### src/include/scc_pkg.sv
package scc_pkg;

	// ------------------------------------------------------------
	// register map (printed offsets are indices; byte address = 4 * index)
	// ------------------------------------------------------------
	localparam int NREG = 10;
	localparam int IW = 10;
	localparam logic [IW-1:0] IDX_CLOCKGEN_SETUP = 10'h020;
	localparam logic [IW-1:0] IDX_LOGIC_GLOBAL_SETUP = 10'h022;
	localparam logic [IW-1:0] IDX_PIXEL_ARRAY_POWER = 10'h028;
	localparam logic [IW-1:0] IDX_PIXEL_ARRAY_SLOPE_LEVELS = 10'h029;
	localparam logic [IW-1:0] IDX_FRONTEND_POWER = 10'h030;
	localparam logic [IW-1:0] IDX_BANDGAP_POWER = 10'h040;
	localparam logic [IW-1:0] IDX_BIAS_CURRENT_SETUP = 10'h041;
	localparam logic [IW-1:0] IDX_FRONTEND_CURRENT_SETUP = 10'h042;
	localparam logic [IW-1:0] IDX_COLUMN_SELECT_CURRENT = 10'h043;
	localparam logic [IW-1:0] IDX_SERIAL_OUTPUT_CURRENT = 10'h044;

	localparam logic [15:0] RST_CLOCKGEN_SETUP = 16'h0004;
	localparam logic [15:0] RST_LOGIC_GLOBAL_SETUP = 16'h0000;
	localparam logic [15:0] RST_PIXEL_ARRAY_POWER = 16'h0000;
	localparam logic [15:0] RST_PIXEL_ARRAY_SLOPE_LEVELS = 16'h0b5a;
	localparam logic [15:0] RST_FRONTEND_POWER = 16'h0000;
	localparam logic [15:0] RST_BANDGAP_POWER = 16'h0000;
	localparam logic [15:0] RST_BIAS_CURRENT_SETUP = 16'h888b;
	localparam logic [15:0] RST_FRONTEND_CURRENT_SETUP = 16'h53c8;
	localparam logic [15:0] RST_COLUMN_SELECT_CURRENT = 16'h8888;
	localparam logic [15:0] RST_SERIAL_OUTPUT_CURRENT = 16'h0088;

	// slot order of the storage array
	localparam int S_CLK = 0;
	localparam int S_LOG = 1;
	localparam int S_PWR = 2;
	localparam int S_SLP = 3;
	localparam int S_AFE = 4;
	localparam int S_BG = 5;
	localparam int S_BIAS = 6;
	localparam int S_FEC = 7;
	localparam int S_CSEL = 8;
	localparam int S_SER = 9;

	localparam logic [IW-1:0] REG_IDX [NREG] = '{IDX_CLOCKGEN_SETUP,
		IDX_LOGIC_GLOBAL_SETUP, IDX_PIXEL_ARRAY_POWER, IDX_PIXEL_ARRAY_SLOPE_LEVELS,
		IDX_FRONTEND_POWER, IDX_BANDGAP_POWER, IDX_BIAS_CURRENT_SETUP,
		IDX_FRONTEND_CURRENT_SETUP, IDX_COLUMN_SELECT_CURRENT,
		IDX_SERIAL_OUTPUT_CURRENT};
	localparam logic [15:0] REG_RST [NREG] = '{RST_CLOCKGEN_SETUP,
		RST_LOGIC_GLOBAL_SETUP, RST_PIXEL_ARRAY_POWER, RST_PIXEL_ARRAY_SLOPE_LEVELS,
		RST_FRONTEND_POWER, RST_BANDGAP_POWER, RST_BIAS_CURRENT_SETUP,
		RST_FRONTEND_CURRENT_SETUP, RST_COLUMN_SELECT_CURRENT,
		RST_SERIAL_OUTPUT_CURRENT};

	// ------------------------------------------------------------
	// field positions
	// ------------------------------------------------------------
	localparam int B_ANALOG_CLK = 0;
	localparam int B_LOGIC_CLK = 1;
	localparam int B_PLL_SEL = 2;
	localparam int B_ADC_8BIT = 3;
	localparam int B_LOGIC_EN = 0;
	localparam int B_CORE_PWR = 0;
	localparam int B_COLMUX_PWR = 1;
	localparam int B_COLBIAS_EN = 2;
	localparam int B_PWR_UP = 0;
	localparam int B_EXT_RES = 0;
	localparam int L_NIB0 = 0;
	localparam int L_NIB1 = 4;
	localparam int L_NIB2 = 8;
	localparam int L_NIB3 = 12;
	localparam int L_PGA = 8;
	localparam int NCOL = 8;

	typedef struct packed {
		logic analog_clk_en;
		logic logic_clk_en;
		logic pll_clk_sel;
		logic adc_8bit;
		logic logic_en;
		logic core_pwr_up;
		logic colmux_pwr_up;
		logic colbias_en;
		logic [3:0] double_slope_level;
		logic [3:0] triple_slope_level;
		logic [NCOL-1:0] frontend_pwr_up;
		logic bandgap_pwr_up;
		logic ext_res_sel;
		logic [3:0] precharge_current;
		logic [3:0] column_bias_current;
		logic [3:0] pump_current;
		logic [3:0] frontend_current;
		logic [3:0] adc_ref_current;
		logic [6:0] pga_ref_current;
		logic [3:0] column_select_first_current;
		logic [3:0] column_select_second_current;
		logic [3:0] serial_bias_current;
		logic [3:0] serial_ref_current;
	} scc_cfg_t;

endpackage

### src/logic/scc_regs.sv
// How it works
// - bit 0 at 32 gates analog clocks
// - bit 1 at 32 gates logic clock
// - bit 2 at 32 picks PLL, resets 1
// - bit 3 at 32 selects 8-bit conversion
// - bit 0 at 34 enables global logic
// - bit 0 at 40 powers image core up
// - bit 1 at 40 powers column mux up
// - bit 2 at 40 enables column bias
// - register 41 holds two slope reset levels
// - bit 0 at 48 powers all eight channels
// - bit 0 at 64 powers the bandgap
// - register 65 holds three current nibbles
// - register 67 holds two column-select currents
`timescale 1ns/100ps
`default_nettype none
module scc_regs (
	input wire logic pclk,
	input wire logic presetn,
	input wire logic psel,
	input wire logic penable,
	input wire logic pwrite,
	input wire logic [11:0] paddr,
	input wire logic [31:0] pwdata,
	input wire logic [3:0] pstrb,
	output logic [31:0] prdata,
	output logic pready,
	output logic pslverr,
	output scc_pkg::scc_cfg_t cfg
);
	import scc_pkg::*;

	// ------------------------------------------------------------
	// apb decode
	// ------------------------------------------------------------
	logic [IW-1:0] widx;
	logic [NREG-1:0] hit;
	logic mapped;
	logic wr_acc;
	logic rd_setup;
	logic [15:0] rd_mux;
	logic [15:0] prdata_q;
	logic [15:0] regs_q [NREG];

	assign widx = paddr[11:2];
	assign mapped = |hit;
	// zero wait states: every access completes in its first access cycle
	assign pready = 1'b1;
	assign pslverr = psel && penable && !mapped;
	assign wr_acc = psel && penable && pwrite && mapped;
	assign rd_setup = psel && !penable && !pwrite;
	assign prdata = {16'h0000, prdata_q};

	// ------------------------------------------------------------
	// storage, one word per entry
	// ------------------------------------------------------------
	for (genvar g = 0; g < NREG; g++) begin : g_reg
		assign hit[g] = widx == REG_IDX[g];
		// all 16 bits are kept; reserved fields rely on the host writing defaults
		always_ff @(posedge pclk or negedge presetn) begin
			if (!presetn) begin
				regs_q[g] <= REG_RST[g];
			end else if (wr_acc && hit[g]) begin
				if (pstrb[0]) begin
					regs_q[g][7:0] <= pwdata[7:0];
				end
				if (pstrb[1]) begin
					regs_q[g][15:8] <= pwdata[15:8];
				end
			end
		end
	end

	// ------------------------------------------------------------
	// read path
	// ------------------------------------------------------------
	always_comb begin
		rd_mux = 16'h0000;
		for (int i = 0; i < NREG; i++) begin
			if (hit[i]) begin
				rd_mux = rd_mux | regs_q[i];
			end
		end
	end

	// captured in setup so the word is stable through the access phase
	always_ff @(posedge pclk or negedge presetn) begin
		if (!presetn) begin
			prdata_q <= 16'h0000;
		end else if (rd_setup) begin
			prdata_q <= rd_mux;
		end
	end

	// ------------------------------------------------------------
	// control outputs
	// ------------------------------------------------------------
	assign cfg.analog_clk_en = regs_q[S_CLK][B_ANALOG_CLK];
	assign cfg.logic_clk_en = regs_q[S_CLK][B_LOGIC_CLK];
	assign cfg.pll_clk_sel = regs_q[S_CLK][B_PLL_SEL];
	assign cfg.adc_8bit = regs_q[S_CLK][B_ADC_8BIT];
	assign cfg.logic_en = regs_q[S_LOG][B_LOGIC_EN];
	assign cfg.core_pwr_up = regs_q[S_PWR][B_CORE_PWR];
	assign cfg.colmux_pwr_up = regs_q[S_PWR][B_COLMUX_PWR];
	assign cfg.colbias_en = regs_q[S_PWR][B_COLBIAS_EN];
	assign cfg.double_slope_level = regs_q[S_SLP][L_NIB0 +: 4];
	assign cfg.triple_slope_level = regs_q[S_SLP][L_NIB1 +: 4];
	// one control bit fans out to every channel
	for (genvar c = 0; c < NCOL; c++) begin : g_col
		assign cfg.frontend_pwr_up[c] = regs_q[S_AFE][B_PWR_UP];
	end
	assign cfg.bandgap_pwr_up = regs_q[S_BG][B_PWR_UP];
	assign cfg.ext_res_sel = regs_q[S_BIAS][B_EXT_RES];
	assign cfg.precharge_current = regs_q[S_BIAS][L_NIB1 +: 4];
	assign cfg.column_bias_current = regs_q[S_BIAS][L_NIB2 +: 4];
	assign cfg.pump_current = regs_q[S_BIAS][L_NIB3 +: 4];
	assign cfg.frontend_current = regs_q[S_FEC][L_NIB0 +: 4];
	assign cfg.adc_ref_current = regs_q[S_FEC][L_NIB1 +: 4];
	assign cfg.pga_ref_current = regs_q[S_FEC][L_PGA +: 7];
	assign cfg.column_select_first_current = regs_q[S_CSEL][L_NIB0 +: 4];
	assign cfg.column_select_second_current = regs_q[S_CSEL][L_NIB1 +: 4];
	assign cfg.serial_bias_current = regs_q[S_SER][L_NIB0 +: 4];
	assign cfg.serial_ref_current = regs_q[S_SER][L_NIB1 +: 4];
endmodule
`default_nettype wire

### config.mk
export PLATFORM = sky130hd
export DESIGN_NAME = scc_regs
export DESIGN_NICKNAME = d
export VERILOG_FILES = /design/src/include/scc_pkg.sv /design/src/logic/scc_regs.sv
export SDC_FILE = /design/constraint.sdc
export NUM_CORES = 1
export LEC_CHECK = 0
export BUFFER_PORTS_ARGS = -buffer_cell sky130_fd_sc_hd__buf_2
export CAP_MARGIN = 20
export CORE_MARGIN = 2
export CORE_UTILIZATION = 30
export DETAILED_ROUTE_END_ITERATION = 16
export SYNTH_ARGS = -nofsm -noshare
export SYNTH_HDL_FRONTEND = slang
export SYNTH_SLANG_ARGS = --single-unit
### constraint.sdc
create_clock -name pclk -period 1.9 [get_ports pclk]
set_input_delay 0.285 -clock pclk [delete_from_list [all_inputs] [get_ports pclk]]
set_output_delay 0.285 -clock pclk [all_outputs]
set_load 0.1 [all_outputs]
# Yosys cells after proc, flatten, opt, wreduce, memory -nomap -nowiden
# Index checks and enable logic that the tools add are counted.
totals:
  input_bits: 53
  wordCells: 90
  output_inout_bits: 103
  ff_bits: 176
classes:
  muxes: 10
  n_eq_ne: 10
  bitwise_logic: 9
  n_reduce_logical: 40
ops:
  columns: ["op", "count"]
  rows:
  - ["$mux 16", 10]
  - ["$or 16x16->16", 9]
  - ["$eq 10x6->1 const B", 5]
  - ["$eq 10x7->1 const B", 5]
  - ["$reduce_and 2->1", 20]
  - ["$logic_and 1x1->1", 16]
  - ["$reduce_or 10->1", 1]
  - ["$logic_not 1->1", 3]

# Logic depth before layout (Yosys ltp)
# Gate-level depths: netlist of the first run.
depth:
  ltp_word: 20
  mapped_depth: 8
  depth_no_buf: 5

# Worst setup path before layout of the first run
# No wires, ideal clock.
synth_timing:
  kind: "input to output"
  startpoint: "input paddr[2]"
  endpoint: "output pslverr"
  path_stages: 7
  path_buffers: 3
  path_slack_ps: -1667
  required_time_ps: 1615
  arrival_ps: 3282
  path_cell_list: "buf_2 -> buf_2 -> buf_2 -> nor2_1 -> o21ai_0 -> nand2_1 -> nor3_1"
synth_between:
  elab_chain_cells: 4
  elab_cells_between_ends: 13
  classes_between: "10 x eq/ne; 3 x reduce/logical"
synth_rtl:
  columns: ["item", "line_no", "rtl"]
  rows:
  - ["from (decl)", "scc_regs.sv:23", "input wire logic [11:0] paddr,"]
  - ["$eq 10x6->1 or $eq 10x7->1 (tied branches)", "scc_regs.sv:58", "assign hit[g] = widx == REG_IDX[g];"]
  - ["$reduce_or 10->1 *", "scc_regs.sv:46", "assign mapped = |hit;"]
  - ["$logic_not 1->1 *", "scc_regs.sv:49", "assign pslverr = psel && penable && !mapped;"]
  - ["$logic_and 1x1->1 *", "scc_regs.sv:49", null]
  - ["to (decl)", "scc_regs.sv:28", "output logic pslverr,"]
# Mark *: on every way between the ends. The rest lies on a longest branch, timed or not.

# Final worst setup path of the first run
layout_timing:
  startpoint: "input paddr[6]"
  endpoint: "output pslverr"
# The elaborated chain is that of the path after synthesis.

==> impl_results.html, run 1 <==
<table>
<tr><th>Metric</th><th>Value</th></tr>
<tr><th colspan="2">Outcome</th></tr>
<tr><td>Status</td><td>complete, no violations</td></tr>
<tr><th colspan="2">Synthesis</th></tr>
<tr><td>Distinct cells, synth</td><td>54</td></tr>
<tr><td>Portion of synthesized cell area occupied by the leading cell type</td><td>42.1%</td></tr>
<tr><td>Synth Instances</td><td>695</td></tr>
<tr><td>Count of warnings emitted by yosys</td><td>0</td></tr>
<tr><td>Share of flip-flops with an asynchronous set or reset after synthesis</td><td>100%</td></tr>
<tr><td>Yosys top cell by area</td><td>dfrtp_1</td></tr>
<tr><td>Largest cells by area after synthesis</td><td>dfrtp_1, mux2_2, dfstp_2, buf_4, mux2i_1</td></tr>
<tr><td>Average instance area after synthesis</td><td>12.7 sq um</td></tr>
<tr><td>Count of flip-flops with a built-in enable after synthesis</td><td>0</td></tr>
<tr><td>Part of the Yosys area used for sequential elements</td><td>50.1%</td></tr>
<tr><td>Synthesis-stage register bit count</td><td>around 180</td></tr>
<tr><td>Most frequently used flop master after synthesis</td><td>dfrtp_1</td></tr>
<tr><td>Total standard cell area after synthesis</td><td>roughly 0.009 sq mm</td></tr>
<tr><th colspan="2">Pwr</th></tr>
<tr><td>Total power</td><td>8.55 mW</td></tr>
<tr><td>Leak Pwr</td><td>~5.2 nW</td></tr>
<tr><td>Peak supply drop</td><td>0.000426 V</td></tr>
<tr><td>Cell area power density</td><td>805 mW/mm^2</td></tr>
<tr><th colspan="2">Clock network</th></tr>
<tr><td>TritonCTS clock tree</td><td>yes</td></tr>
<tr><td>CTS root buf</td><td>clkbuf_16</td></tr>
<tr><td>Cts bufs inserted</td><td>17</td></tr>
<tr><td>Deepest clock path buffer count</td><td>2</td></tr>
<tr><td>Clock insertion delay at the later pin of the skew report</td><td>0.43 ns</td></tr>
<tr><td># clock sinks</td><td>176</td></tr>
<tr><td>CTS H-Tree Depth</td><td>4</td></tr>
<tr><td>Clock transition at the registers of the reported paths</td><td>0.06 ns</td></tr>
<tr><th colspan="2">STA</th></tr>
<tr><td>Hold slack final</td><td>0.246 ns</td></tr>
<tr><td>Time the worst path needs with I/O delays and setup</td><td>1.85 ns</td></tr>
<tr><td>Worst Max-Slew Pin Slew</td><td>0.545 ns</td></tr>
<tr><td>Maximum operating frequency</td><td>540 MHz</td></tr>
<tr><td>RSZ-0062 raised after global routing</td><td>no</td></tr>
<tr><td>Final Worst Setup Slack</td><td>0.0475 ns</td></tr>
<tr><td>Final Hold Viols</td><td>0</td></tr>
<tr><td>Sum of negative setup slack</td><td>0 ns</td></tr>
<tr><td>Max-slew violation count</td><td>0</td></tr>
<tr><td>Endpoints failing setup</td><td>0</td></tr>
<tr><td>Slew HR</td><td>between 60 and 70%</td></tr>
<tr><td>Post-route clock period utilization</td><td>97.5%</td></tr>
<tr><td>Clock Skew</td><td>0.00923 ns</td></tr>
<tr><th colspan="2">Place</th></tr>
<tr><td>IO Port Bufs</td><td>118</td></tr>
<tr><td>Detailed placer's ending HPWL</td><td>18.4 mm</td></tr>
<tr><td>GP Congestion</td><td>0.808</td></tr>
<tr><td>Post-Place Worst Slack</td><td>-0.192 ns</td></tr>
<tr><td>Placed cell area</td><td>0.00997 sq mm</td></tr>
<tr><td>Placed insts</td><td>1173</td></tr>
<tr><th colspan="2">Detailed routing</th></tr>
<tr><td>Length of the first detailed-routing pass in iterations</td><td>4</td></tr>
<tr><td>Starting DRC count in detailed routing</td><td>~330</td></tr>
<tr><td>Final ANT Viol Nets</td><td>0</td></tr>
<tr><td>Mean routed wirelength per cell</td><td>20.5 um</td></tr>
<tr><td>Number of DRC violations after detailed routing</td><td>0</td></tr>
<tr><td>Wire length reported by the detailed router</td><td>about 25 mm</td></tr>
<tr><td>Detailed-route via count</td><td>5903</td></tr>
<tr><td>Routed vias/inst</td><td>4.89</td></tr>
<tr><th colspan="2">Global routing</th></tr>
<tr><td>Number of antenna violations at the first check in global routing</td><td>0</td></tr>
<tr><td>Pin count of the biggest net entering global routing</td><td>55</td></tr>
<tr><td>Aggregate global routing overflow</td><td>0</td></tr>
<tr><td>Gr usage total</td><td>16.3%</td></tr>
<tr><td>First-pass GRT wire length</td><td>37.5 mm</td></tr>
<tr><td>Number of global-route vias before repair</td><td>6101</td></tr>
<tr><th colspan="2">Finish</th></tr>
<tr><td>Fraction of final layout cells sized beyond drive strength 1</td><td>between 50% and 60%</td></tr>
<tr><td>N_diodes</td><td>0</td></tr>
<tr><td>Layout Cell Area excl Fill</td><td>0.0106 sq mm</td></tr>
<tr><td>Most used cells in the layout excluding fill and tap cells</td><td>mux2_2, dfrtp_1, buf_2</td></tr>
<tr><td>Most common cell after layout, fill and taps aside</td><td>mux2_2</td></tr>
<tr><td>Final Util</td><td>36.8%</td></tr>
<tr><td>Post-layout nets</td><td>863</td></tr>
<tr><td>Area growth, synth to finish</td><td>19.8%</td></tr>
<tr><td>Final standard cell count with taps included and fillers excluded</td><td>1207</td></tr>
<tr><th colspan="2">Critical path</th></tr>
<tr><td>WP data arrival</td><td>1.57 ns</td></tr>
<tr><td>Critical path data required time</td><td>1.62 ns</td></tr>
<tr><td>Max FO, Critical Path</td><td>5</td></tr>
<tr><td>Worst reg-to-reg path cell count</td><td>4</td></tr>
<tr><td>Slowest CP cell</td><td>or4b_4</td></tr>
<tr><td>Capturing element type of the critical path</td><td>output pin</td></tr>
<tr><td>Worst setup slack for register-to-register paths</td><td>0.23 ns</td></tr>
<tr><td>Category of the most critical setup path</td><td>primary input to output pin</td></tr>
<tr><td>Startpoint of the worst-slack reg-to-reg timing path</td><td>cfg[10]</td></tr>
<tr><td>Worst Setup Start Kind</td><td>primary input</td></tr>
<tr><td>Endpoint of the lowest-slack register-to-register path</td><td>prdata_q[6]</td></tr>
<tr><td>CP delay by family, top</td><td>simple AND/OR/NAND/NOR gates</td></tr>
<tr><td>Delay of the slowest critical-path stage</td><td>between 0.5 and 0.6 ns</td></tr>
<tr><td>Series of cell instances along the critical path</td><td>buf_4 &gt; or4b_4 &gt; nor2_2 &gt; o21ai_1 &gt; nand2_1 &gt; nor3_4 &gt; buf_12</td></tr>
<tr><td>Buf+Inv Stages, Crit Path</td><td>2</td></tr>
<tr><th colspan="2">Floorplanning</th></tr>
<tr><td>Die Area</td><td>~0.03 sq mm</td></tr>
<tr><td>Core ar.</td><td>0.0289 sq mm</td></tr>
<tr><td># IOs</td><td>156</td></tr>
<tr><td>Die width</td><td>176 um</td></tr>
<tr><td>Initial Util</td><td>30.7%</td></tr>
<tr><td>Height of the chip</td><td>176 um</td></tr>
<tr><td>Floorplan row count</td><td>62</td></tr>
<tr><th colspan="2">Run</th></tr>
<tr><td>Maxcap violations</td><td>0</td></tr>
<tr><th colspan="2">Min path</th></tr>
<tr><td>Worst Hold Endpoint</td><td>cfg[36]</td></tr>
<tr><td>Launch instance of the worst min-delay path</td><td>pwdata[9]</td></tr>
<tr><td>Min-delay worst type</td><td>primary input to flop</td></tr>
<tr><td>Cell count of the worst hold path</td><td>2</td></tr>
</table>
[flip-flops by register name, summed over array words and instances (netlist names)]
signal and count:
cfg 62, prdata_q 16, regs_q 98
[area by class of cell]
type	instances	area, sq um
Clock buffer	21	470
Clock inverter	11	131
Fill cell	2839	18200
Multi-Input combinational cell	405	3690
Sequential cell	176	4440
Tap cell	384	480
Timing Repair Buffer	210	1400
[report_power, final]
group,switching [mW],internal [mW]
logic,0.914,0.209
registers,0.0410,3.81
clock network,1.51,2.06
total,2.47,6.08
[worst reg2reg max path: cells and delay by family, from the launching register on]
kind | cells | cell delay [ns]
AOI/OAI and AO/OA | 3 | 0.62
muxes | 1 | 0.51
DFF | 1 | 0.41
[routing by layer]
layer	wire, um	GRT usage (%)	vias to the layer above
met5	0	0	-
met4	449	5.65	0
met3	1400	4.44	29
met2	11100	24.3	170
met1	11800	22.8	3032
li1	-	-	2672
[worst max-delay path by stage]
stage | start | endpoint | cells after the start
2_1_floorplan | paddr[6] | pslverr | 7
3_3_place_gp | paddr[11] | regs_q[123] | 7
3_5_place_dp | paddr[6] | regs_q[140] | 6
4_1_cts | paddr[6] | pslverr | 7
5_1_grt | paddr[11] | pslverr | 8
6_report | paddr[6] | pslverr | 7
[Yosys cell counts (9+ instances only)]
| library cell | instances |
|---|---|
| a21oi_1 | 9 |
| dfstp_2 | 27 |
| mux2i_1 | 21 |
| mux2_2 | 174 |
| a22oi_1 | 19 |
| dfrtp_1 | 149 |
| buf_4 | 88 |
| clkbuf_1 | 10 |
| o21ai_0 | 15 |
| buf_2 | 10 |
| nand3_1 | 12 |
| a31oi_1 | 9 |
| buf_1 | 18 |
| nand2_1 | 16 |
| nor2_1 | 22 |
[kinds of logic after synthesis]
| group | count (synthesis) | synth area share [%] |
|---|---|---|
| buffers and inverters | 129 | 9.45 |
| AO/OA/AOI/OAI | 90 | 7.34 |
| AND/OR/NAND/NOR | 100 | 7.77 |
| other | 2 | 0.0848 |
| multiplexers | 198 | 25.3 |
| flip-flops | 176 | 50.1 |
[what timing repair did]
action,in CTS,in global routing
buffers inserted,0,1
pin swaps,1,1
hold buffers,1,0
endpoints found under the hold margin,28,0
gates resized for setup,2,5
endpoints found under the setup margin,1,1
Note: power is estimated with default switching activity, not from simulation.
==> run 2, diff against run 1 <==
MAX_ROUTING_LAYER = met4   (was default)
PLACE_DENSITY_LB_ADDON = 0.12   (was default)
==> run 2 against run 1 <==
Critical path depth stayed put. Critical endpoint unchanged. Sequential power about the same. Critical path type unchanged. Clock power decreased by 5%.
==> impl_results.html, run 2 (synthesized netlist as in run 1, its figures left out) <==
<table>
<tr><th>Metric</th><th>Value</th></tr>
<tr><th colspan="2">Outcome</th></tr>
<tr><td>Status</td><td>complete, no violations (unchanged)</td></tr>
<tr><th colspan="2">Place</th></tr>
<tr><td>Detailed placer's ending HPWL</td><td>20.0 mm (was 18.4 mm)</td></tr>
<tr><td>Post-Place Worst Slack</td><td>-0.293 ns (was -0.192 ns)</td></tr>
<tr><td>IO Port Bufs</td><td>118 (unchanged)</td></tr>
<tr><td>Placed insts</td><td>1179 (was 1173)</td></tr>
<tr><td>GP Congestion</td><td>0.808 (about the same)</td></tr>
<tr><td>Placed cell area</td><td>0.0102 sq mm (was 0.00997 sq mm)</td></tr>
<tr><th colspan="2">Detailed routing</th></tr>
<tr><td>Mean routed wirelength per cell</td><td>22.5 um (was 20.5 um)</td></tr>
<tr><td>Final ANT Viol Nets</td><td>0 (unchanged)</td></tr>
<tr><td>Detailed-route via count</td><td>6020 (was 5903)</td></tr>
<tr><td>Wire length reported by the detailed router</td><td>27.2 mm (was 24.7 mm)</td></tr>
<tr><td>Number of DRC violations after detailed routing</td><td>0 (unchanged)</td></tr>
<tr><td>Length of the first detailed-routing pass in iterations</td><td>5 (was 4)</td></tr>
<tr><td>Routed vias/inst</td><td>4.96 (was 4.89)</td></tr>
<tr><td>Starting DRC count in detailed routing</td><td>292 (was 334)</td></tr>
<tr><th colspan="2">Min path</th></tr>
<tr><td>Launch instance of the worst min-delay path</td><td>pwdata[8] (was pwdata[9])</td></tr>
<tr><td>Min-delay worst type</td><td>primary input to flop (unchanged)</td></tr>
<tr><td>Worst Hold Endpoint</td><td>regs_q[8] (was cfg[36])</td></tr>
<tr><td>Cell count of the worst hold path</td><td>2 (unchanged)</td></tr>
<tr><th colspan="2">STA</th></tr>
<tr><td>Post-route clock period utilization</td><td>97.0% (was 97.5%)</td></tr>
<tr><td>RSZ-0062 raised after global routing</td><td>no (unchanged)</td></tr>
<tr><td>Endpoints failing setup</td><td>0 (unchanged)</td></tr>
<tr><td>Time the worst path needs with I/O delays and setup</td><td>1.84 ns (was 1.85 ns)</td></tr>
<tr><td>Slew HR</td><td>59.8% (was 63.6%)</td></tr>
<tr><td>Final Hold Viols</td><td>0 (unchanged)</td></tr>
<tr><td>Final Worst Setup Slack</td><td>0.0576 ns (was 0.0475 ns)</td></tr>
<tr><td>Clock Skew</td><td>0.0127 ns (was 0.00923 ns)</td></tr>
<tr><td>Max-slew violation count</td><td>0 (unchanged)</td></tr>
<tr><td>Worst Max-Slew Pin Slew</td><td>0.603 ns (was 0.545 ns)</td></tr>
<tr><td>Maximum operating frequency</td><td>543 MHz (was 540 MHz)</td></tr>
<tr><th colspan="2">Floorplanning</th></tr>
<tr><td># IOs</td><td>156 (unchanged)</td></tr>
<tr><td>Floorplan row count</td><td>62 (unchanged)</td></tr>
<tr><td>Die width</td><td>176 um (unchanged)</td></tr>
<tr><td>Core ar.</td><td>0.0289 sq mm (unchanged)</td></tr>
<tr><td>Height of the chip</td><td>176 um (unchanged)</td></tr>
<tr><td>Die Area</td><td>0.0309 sq mm (unchanged)</td></tr>
<tr><td>Initial Util</td><td>30.7% (unchanged)</td></tr>
<tr><th colspan="2">Global routing</th></tr>
<tr><td>Pin count of the biggest net entering global routing</td><td>58 (was 55)</td></tr>
<tr><td>Number of global-route vias before repair</td><td>6331 (was 6101)</td></tr>
<tr><td>Gr usage total</td><td>18.4% (was 16.3%)</td></tr>
<tr><td>Number of antenna violations at the first check in global routing</td><td>0 (unchanged)</td></tr>
<tr><td>Aggregate global routing overflow</td><td>0 (unchanged)</td></tr>
<tr><td>First-pass GRT wire length</td><td>40.3 mm (was 37.5 mm)</td></tr>
<tr><th colspan="2">Critical path</th></tr>
<tr><td>Endpoint of the lowest-slack register-to-register path</td><td>prdata_q[6] (unchanged)</td></tr>
<tr><td>WP data arrival</td><td>1.56 ns (was 1.57 ns)</td></tr>
<tr><td>Worst Setup Start Kind</td><td>primary input (unchanged)</td></tr>
<tr><td>Slowest CP cell</td><td>or4b_4 (unchanged)</td></tr>
<tr><td>Worst setup slack for register-to-register paths</td><td>0.35 ns (was 0.23 ns)</td></tr>
<tr><td>Critical path data required time</td><td>1.62 ns (about the same)</td></tr>
<tr><td>Max FO, Critical Path</td><td>4 (was 5)</td></tr>
<tr><td>Startpoint of the worst-slack reg-to-reg timing path</td><td>cfg[10] (unchanged)</td></tr>
<tr><td>Delay of the slowest critical-path stage</td><td>0.61 ns (was 0.58 ns)</td></tr>
<tr><td>Category of the most critical setup path</td><td>primary input to output pin (unchanged)</td></tr>
<tr><td>Worst reg-to-reg path cell count</td><td>4 (unchanged)</td></tr>
<tr><td>Series of cell instances along the critical path</td><td>buf_2 &gt; or4b_4 &gt; nor2_1 &gt; o21ai_1 &gt; nand2_1 &gt; nor3_4 &gt; buf_12 (was buf_4 &gt; or4b_4 &gt; nor2_2 &gt; o21ai_1 &gt; nand2_1 &gt; nor3_4 &gt; buf_12)</td></tr>
<tr><td>Capturing element type of the critical path</td><td>output pin (unchanged)</td></tr>
<tr><th colspan="2">Finish</th></tr>
<tr><td>N_diodes</td><td>0 (unchanged)</td></tr>
<tr><td>Fraction of final layout cells sized beyond drive strength 1</td><td>58.5% (was 58.2%)</td></tr>
<tr><td>Final Util</td><td>37.5% (was 36.8%)</td></tr>
<tr><td>Post-layout nets</td><td>869 (was 863)</td></tr>
<tr><td>Most used cells in the layout excluding fill and tap cells</td><td>mux2_2, dfrtp_1, buf_2 (unchanged)</td></tr>
<tr><td>Most common cell after layout, fill and taps aside</td><td>mux2_2 (unchanged)</td></tr>
<tr><td>Reg with most FFs</td><td>regs_q (unchanged)</td></tr>
<tr><td>Max FFs per register</td><td>98 (unchanged)</td></tr>
<tr><td>Layout Cell Area excl Fill</td><td>0.0108 sq mm (was 0.0106 sq mm)</td></tr>
<tr><td>Area growth, synth to finish</td><td>22.2% (was 19.8%)</td></tr>
<tr><td>Final standard cell count with taps included and fillers excluded</td><td>1213 (was 1207)</td></tr>
<tr><th colspan="2">Clock network</th></tr>
<tr><td>CTS root buf</td><td>clkbuf_16 (unchanged)</td></tr>
<tr><td>Clock transition at the registers of the reported paths</td><td>0.07 ns (was 0.06 ns)</td></tr>
<tr><td>Cts bufs inserted</td><td>17 (unchanged)</td></tr>
<tr><td>CTS H-Tree Depth</td><td>4 (unchanged)</td></tr>
<tr><td>Deepest clock path buffer count</td><td>2 (unchanged)</td></tr>
<tr><td>TritonCTS clock tree</td><td>yes (unchanged)</td></tr>
<tr><td>Clock insertion delay at the later pin of the skew report</td><td>0.43 ns (about the same)</td></tr>
<tr><td># clock sinks</td><td>176 (unchanged)</td></tr>
<tr><th colspan="2">Run</th></tr>
<tr><td>Maxcap violations</td><td>0 (unchanged)</td></tr>
<tr><th colspan="2">Pwr</th></tr>
<tr><td>Peak supply drop</td><td>0.000441 V (was 0.000426 V)</td></tr>
<tr><td>Cell area power density</td><td>775 mW/mm^2 (was 805 mW/mm^2)</td></tr>
<tr><td>Leak Pwr</td><td>5.23 nW (was 5.16 nW)</td></tr>
<tr><td>Total power</td><td>8.39 mW (was 8.55 mW)</td></tr>
</table>
## run 2: worst max-delay path by stage
stage              start       to  slack, ns  cells after the start
2_1_floorplan   paddr[6]  pslverr      -0.05                      7
3_3_place_gp    paddr[9]  cfg[14]      -0.29                      7
3_5_place_dp    paddr[9]   cfg[8]      -0.29                      7
4_1_cts         paddr[7]  pslverr      0.005                      9
5_1_grt        paddr[11]  pslverr       0.01                      9
6_report        paddr[8]  pslverr       0.06                      7
## run 2: through the flow
stage / setup TNS [ns] / hold slack, ns
after floorplan: -0.653 / -0.0106
after global placement: -11.83 / 0.310
after detailed placement: -13.59 / 0.311
after CTS: 0 / 0.211
after global routing: 0 / 0.229
final: 0 / 0.230
## run 2: what timing repair did
| action | 4_1_cts | 5_1_grt |
|---|---|---|
| buffers inserted | 3 | 0 |
| setup endpoints to repair | 1 | 1 |
| pin swaps | 4 | 1 |
| gates resized for setup | 6 | 7 |
| hold endpoints to repair | 42 | 0 |
| hold buffers | 1 | 0 |
## run 2: layout make-up
| type | instances | area (sq um) |
|---|---|---|
| Sequential cell | 176 | 4440 |
| Clock inverter | 13 | 126 |
| Timing Repair Buffer | 216 | 1640 |
| Tap cell | 384 | 480 |
| Fill cell | 2822 | 18000 |
| Clock buffer | 19 | 433 |
| Multi-Input combinational cell | 405 | 3710 |
## run 2: where the power goes
part | internal [mW] | switching [mW] | leakage (nW) | total, mW
clock network | 1.83 | 1.55 | 0.261 | 3.38
logic | 0.227 | 0.927 | 2.64 | 1.15
registers | 3.81 | 0.0494 | 2.33 | 3.86
## run 2: layer usage
metal	wire, um	vias to the layer above	track usage (%)
met1	11900	3170	22.8
met4	426	0	5.06
li1	-	2676	-
met5	0	-	-
met2	13900	152	31.2
met3	964	22	2.86
## run 2: worst max-delay path, delay by kind of cell
kind | cells | cell delay, ns
AO/OA/AOI/OAI | 1 | 0.07
buffers and inverters | 2 | 0.30
AND/OR/NAND/NOR | 4 | 0.89
==> run 3, diff against run 2 <==
SETUP_SLACK_MARGIN = 0.4   (was default)
==> run 3 against run 2 <==
Combinational power grew 9.6%. Sequential power is essentially flat. Design area increased by 15%. Sequential cell count stayed put. Worst hold slack better by 0.057 ns. Non-clock buffer count up 39. Register-to-register slack got worse by 0.08 ns. Global-route usage increased by 0.27 points. Total power increased by 3.5%. Clock power increased by 6%. Critical path type unchanged.
==> impl_results.html, run 3 (synthesized netlist as in run 1, its figures left out) <==
<table>
<tr><th>Metric</th><th>Value</th></tr>
<tr><th colspan="2">Critical path</th></tr>
<tr><td>Max FO, Critical Path</td><td>4 (unchanged)</td></tr>
<tr><td>Series of cell instances along the critical path</td><td>buf_8 &gt; or4b_4 &gt; nor2_4 &gt; o21ai_2 &gt; nand2_4 &gt; nor3_4 &gt; buf_12 (was buf_2 &gt; or4b_4 &gt; nor2_1 &gt; o21ai_1 &gt; nand2_1 &gt; nor3_4 &gt; buf_12)</td></tr>
<tr><td>Critical path data required time</td><td>1.62 ns (about the same)</td></tr>
<tr><td>Buf+Inv Stages, Crit Path</td><td>2 (unchanged)</td></tr>
<tr><td>CP delay by family, top</td><td>simple AND/OR/NAND/NOR gates (unchanged)</td></tr>
<tr><td>Worst Setup Start Kind</td><td>primary input (unchanged)</td></tr>
<tr><td>Capturing element type of the critical path</td><td>output pin (unchanged)</td></tr>
<tr><td>Delay of the slowest critical-path stage</td><td>0.59 ns (was 0.61 ns)</td></tr>
<tr><td>Category of the most critical setup path</td><td>primary input to output pin (unchanged)</td></tr>
<tr><td>Slowest CP cell</td><td>or4b_4 (unchanged)</td></tr>
<tr><td>WP data arrival</td><td>1.51 ns (was 1.56 ns)</td></tr>
<tr><th colspan="2">Clock network</th></tr>
<tr><td>CTS root buf</td><td>clkbuf_16 (unchanged)</td></tr>
<tr><td>CTS H-Tree Depth</td><td>4 (unchanged)</td></tr>
<tr><td>Clock insertion delay at the later pin of the skew report</td><td>0.43 ns (about the same)</td></tr>
<tr><td>Clock transition at the registers of the reported paths</td><td>0.07 ns (about the same)</td></tr>
<tr><td>Deepest clock path buffer count</td><td>2 (unchanged)</td></tr>
<tr><td>Cts bufs inserted</td><td>17 (unchanged)</td></tr>
<tr><td>TritonCTS clock tree</td><td>yes (unchanged)</td></tr>
<tr><td># clock sinks</td><td>176 (unchanged)</td></tr>
<tr><th colspan="2">Floorplanning</th></tr>
<tr><td>Initial Util</td><td>30.7% (unchanged)</td></tr>
<tr><td>Height of the chip</td><td>176 um (unchanged)</td></tr>
<tr><td># IOs</td><td>156 (unchanged)</td></tr>
<tr><td>Core ar.</td><td>0.0289 sq mm (unchanged)</td></tr>
<tr><td>Die Area</td><td>0.0309 sq mm (unchanged)</td></tr>
<tr><td>Die width</td><td>176 um (unchanged)</td></tr>
<tr><td>Floorplan row count</td><td>62 (unchanged)</td></tr>
<tr><th colspan="2">Detailed routing</th></tr>
<tr><td>Final ANT Viol Nets</td><td>0 (unchanged)</td></tr>
<tr><td>Number of DRC violations after detailed routing</td><td>0 (unchanged)</td></tr>
<tr><td>Starting DRC count in detailed routing</td><td>411 (was 292)</td></tr>
<tr><td>Mean routed wirelength per cell</td><td>22.1 um (was 22.5 um)</td></tr>
<tr><td>Wire length reported by the detailed router</td><td>27.7 mm (was 27.2 mm)</td></tr>
<tr><td>Routed vias/inst</td><td>4.91 (was 4.96)</td></tr>
<tr><td>Detailed-route via count</td><td>6143 (was 6020)</td></tr>
<tr><td>Length of the first detailed-routing pass in iterations</td><td>6 (was 5)</td></tr>
<tr><th colspan="2">Finish</th></tr>
<tr><td>Area growth, synth to finish</td><td>40.2% (was 22.2%)</td></tr>
<tr><td>Post-layout nets</td><td>908 (was 869)</td></tr>
<tr><td>Most used cells in the layout excluding fill and tap cells</td><td>dfrtp_1, buf_4, mux2_2 (was mux2_2, dfrtp_1, buf_2)</td></tr>
<tr><td>Reg with most FFs</td><td>regs_q (unchanged)</td></tr>
<tr><td>N_diodes</td><td>0 (unchanged)</td></tr>
<tr><td>Most common cell after layout, fill and taps aside</td><td>dfrtp_1 (was mux2_2)</td></tr>
<tr><td>Number of inserted filler cells in the final layout</td><td>2655 (was 2822)</td></tr>
<tr><td>Max FFs per register</td><td>98 (unchanged)</td></tr>
<tr><td>Final standard cell count with taps included and fillers excluded</td><td>1252 (was 1213)</td></tr>
<tr><td>Fraction of final layout cells sized beyond drive strength 1</td><td>64.3% (was 58.5%)</td></tr>
<tr><td>Footprint of the multi-input gates</td><td>0.00427 sq mm (was 0.00371 sq mm)</td></tr>
<tr><td>Final Util</td><td>43.0% (was 37.5%)</td></tr>
<tr><td>Sequential cell area</td><td>0.00444 sq mm (about the same)</td></tr>
<tr><th colspan="2">STA</th></tr>
<tr><td>Slew HR</td><td>65.6% (was 59.8%)</td></tr>
<tr><td>Worst Max-Slew Pin Slew</td><td>0.515 ns (was 0.603 ns)</td></tr>
<tr><td>RSZ-0062 raised after global routing</td><td>yes (was no)</td></tr>
<tr><td>Final Hold Viols</td><td>0 (unchanged)</td></tr>
<tr><td>Time the worst path needs with I/O delays and setup</td><td>1.79 ns (was 1.84 ns)</td></tr>
<tr><td>Endpoints failing setup</td><td>0 (unchanged)</td></tr>
<tr><td>Max-slew violation count</td><td>0 (unchanged)</td></tr>
<tr><td>Post-route clock period utilization</td><td>94.2% (was 97.0%)</td></tr>
<tr><td>Clock Skew</td><td>0.00849 ns (was 0.0127 ns)</td></tr>
<tr><td>Maximum operating frequency</td><td>558 MHz (was 543 MHz)</td></tr>
<tr><th colspan="2">Global routing</th></tr>
<tr><td>First-pass GRT wire length</td><td>41.4 mm (was 40.3 mm)</td></tr>
<tr><td>Number of global-route vias before repair</td><td>6474 (was 6331)</td></tr>
<tr><td>Number of antenna violations at the first check in global routing</td><td>0 (unchanged)</td></tr>
<tr><td>Gr usage total</td><td>18.6% (was 18.4%)</td></tr>
<tr><td>Pin count of the biggest net entering global routing</td><td>50 (was 58)</td></tr>
<tr><td>Aggregate global routing overflow</td><td>0 (unchanged)</td></tr>
<tr><th colspan="2">Outcome</th></tr>
<tr><td>Status</td><td>complete, no violations (unchanged)</td></tr>
<tr><th colspan="2">Pwr</th></tr>
<tr><td>Total power</td><td>8.69 mW (was 8.39 mW)</td></tr>
<tr><td>Cell area power density</td><td>699 mW/mm^2 (was 775 mW/mm^2)</td></tr>
<tr><td>Leak Pwr</td><td>5.77 nW (was 5.23 nW)</td></tr>
<tr><td>Peak supply drop</td><td>0.000474 V (was 0.000441 V)</td></tr>
<tr><th colspan="2">Min path</th></tr>
<tr><td>Min-delay worst type</td><td>primary input to flop (unchanged)</td></tr>
<tr><th colspan="2">Place</th></tr>
<tr><td>GP Congestion</td><td>0.828 (was 0.808)</td></tr>
<tr><td>Detailed placer's ending HPWL</td><td>19.8 mm (was 20.0 mm)</td></tr>
<tr><td>Placed insts</td><td>1175 (was 1179)</td></tr>
<tr><td>IO Port Bufs</td><td>118 (unchanged)</td></tr>
<tr><th colspan="2">Run</th></tr>
<tr><td>Maxcap violations</td><td>0 (unchanged)</td></tr>
</table>
run 3: cell count changes in the layout (fill, tap and decap cells not counted), moves of 6 or more:
cell	change
buf_2	-91
buf_4	+66
mux2_2	-64
mux2_4	+64
buf_6	+34
buf_12	+24
nand2_1	-6
nand2_8	+6
run 3: where the power goes:
part / total (mW) / switching [mW] / leakage (nW) / internal (mW)
logic: 1.26 / 0.951 / 3.16 / 0.304
registers: 3.86 / 0.0539 / 2.33 / 3.81
clock network: 3.57 / 1.56 / 0.289 / 2.01
total: 8.69 / 2.56 / 5.77 / 6.13
run 3: path summary, 6_finish.rpt:
check / startpoint / end / slack, ns / depth (start not counted)
min reg2reg: regs_q[119] / regs_q[119] / 0.51 / 1
min in group asynchronous: presetn / regs_q[111] / 0.38 / 2
max reg2reg: cfg[10] / prdata_q[6] / 0.27 / 4
min: pwdata[5] / cfg[24] / 0.29 / 2
max in group asynchronous: presetn / cfg[66] / 0.82 / 3
max: paddr[8] / pslverr / 0.11 / 7
run 3: per-layer routing:
| layer | wire length [um] | vias up | track usage, % |
|---|---|---|---|
| met5 | 0 | - | - |
| met4 | 382 | 0 | 4.44 |
| met3 | 1310 | 21 | 2.36 |
| met2 | 12800 | 193 | 28.2 |
| met1 | 13200 | 3174 | 26.7 |
| li1 | - | 2755 | - |
run 3: layout make-up:
type | count | share of cell area (%)
clock buffer | 20 | 3.60
tap | 384 | 3.87
timing repair buffer | 255 | 21.2
multi-input combinational | 405 | 34.4
sequential | 176 | 35.7
clock inverter | 12 | 1.22
run 3: worst register-to-register path, cell delays in order, from the launching register on:
cell,delay [ns]
dfrtp_1,0.40
mux4_2,0.53
a32o_2,0.26
a221oi_2,0.20
a31oi_1,0.12
run 3: what timing repair did:
| item | in CTS | in global routing |
|---|---|---|
| setup buffers | 27 | 17 |
| setup endpoints to repair | 204 | 185 |
| hold endpoints to repair | 38 | 0 |
| resized for setup | 219 | 60 |
| hold buffers | 1 | 0 |
| pin swaps | 22 | 26 |
run 3: per-stage QoR:
stage	area, sq um	hold WS (ns)	TNS, ns	setup WS, ns
final	12400	0.286	0	0.109
after detailed placement	10400	0.277	-12.10	-0.195
after CTS	12000	0.268	0	0.133
after floorplan	9400	-0.0106	-0.725	-0.0501
after global routing	12400	0.276	0	0.0923
after global placement	10400	0.277	-11.95	-0.162
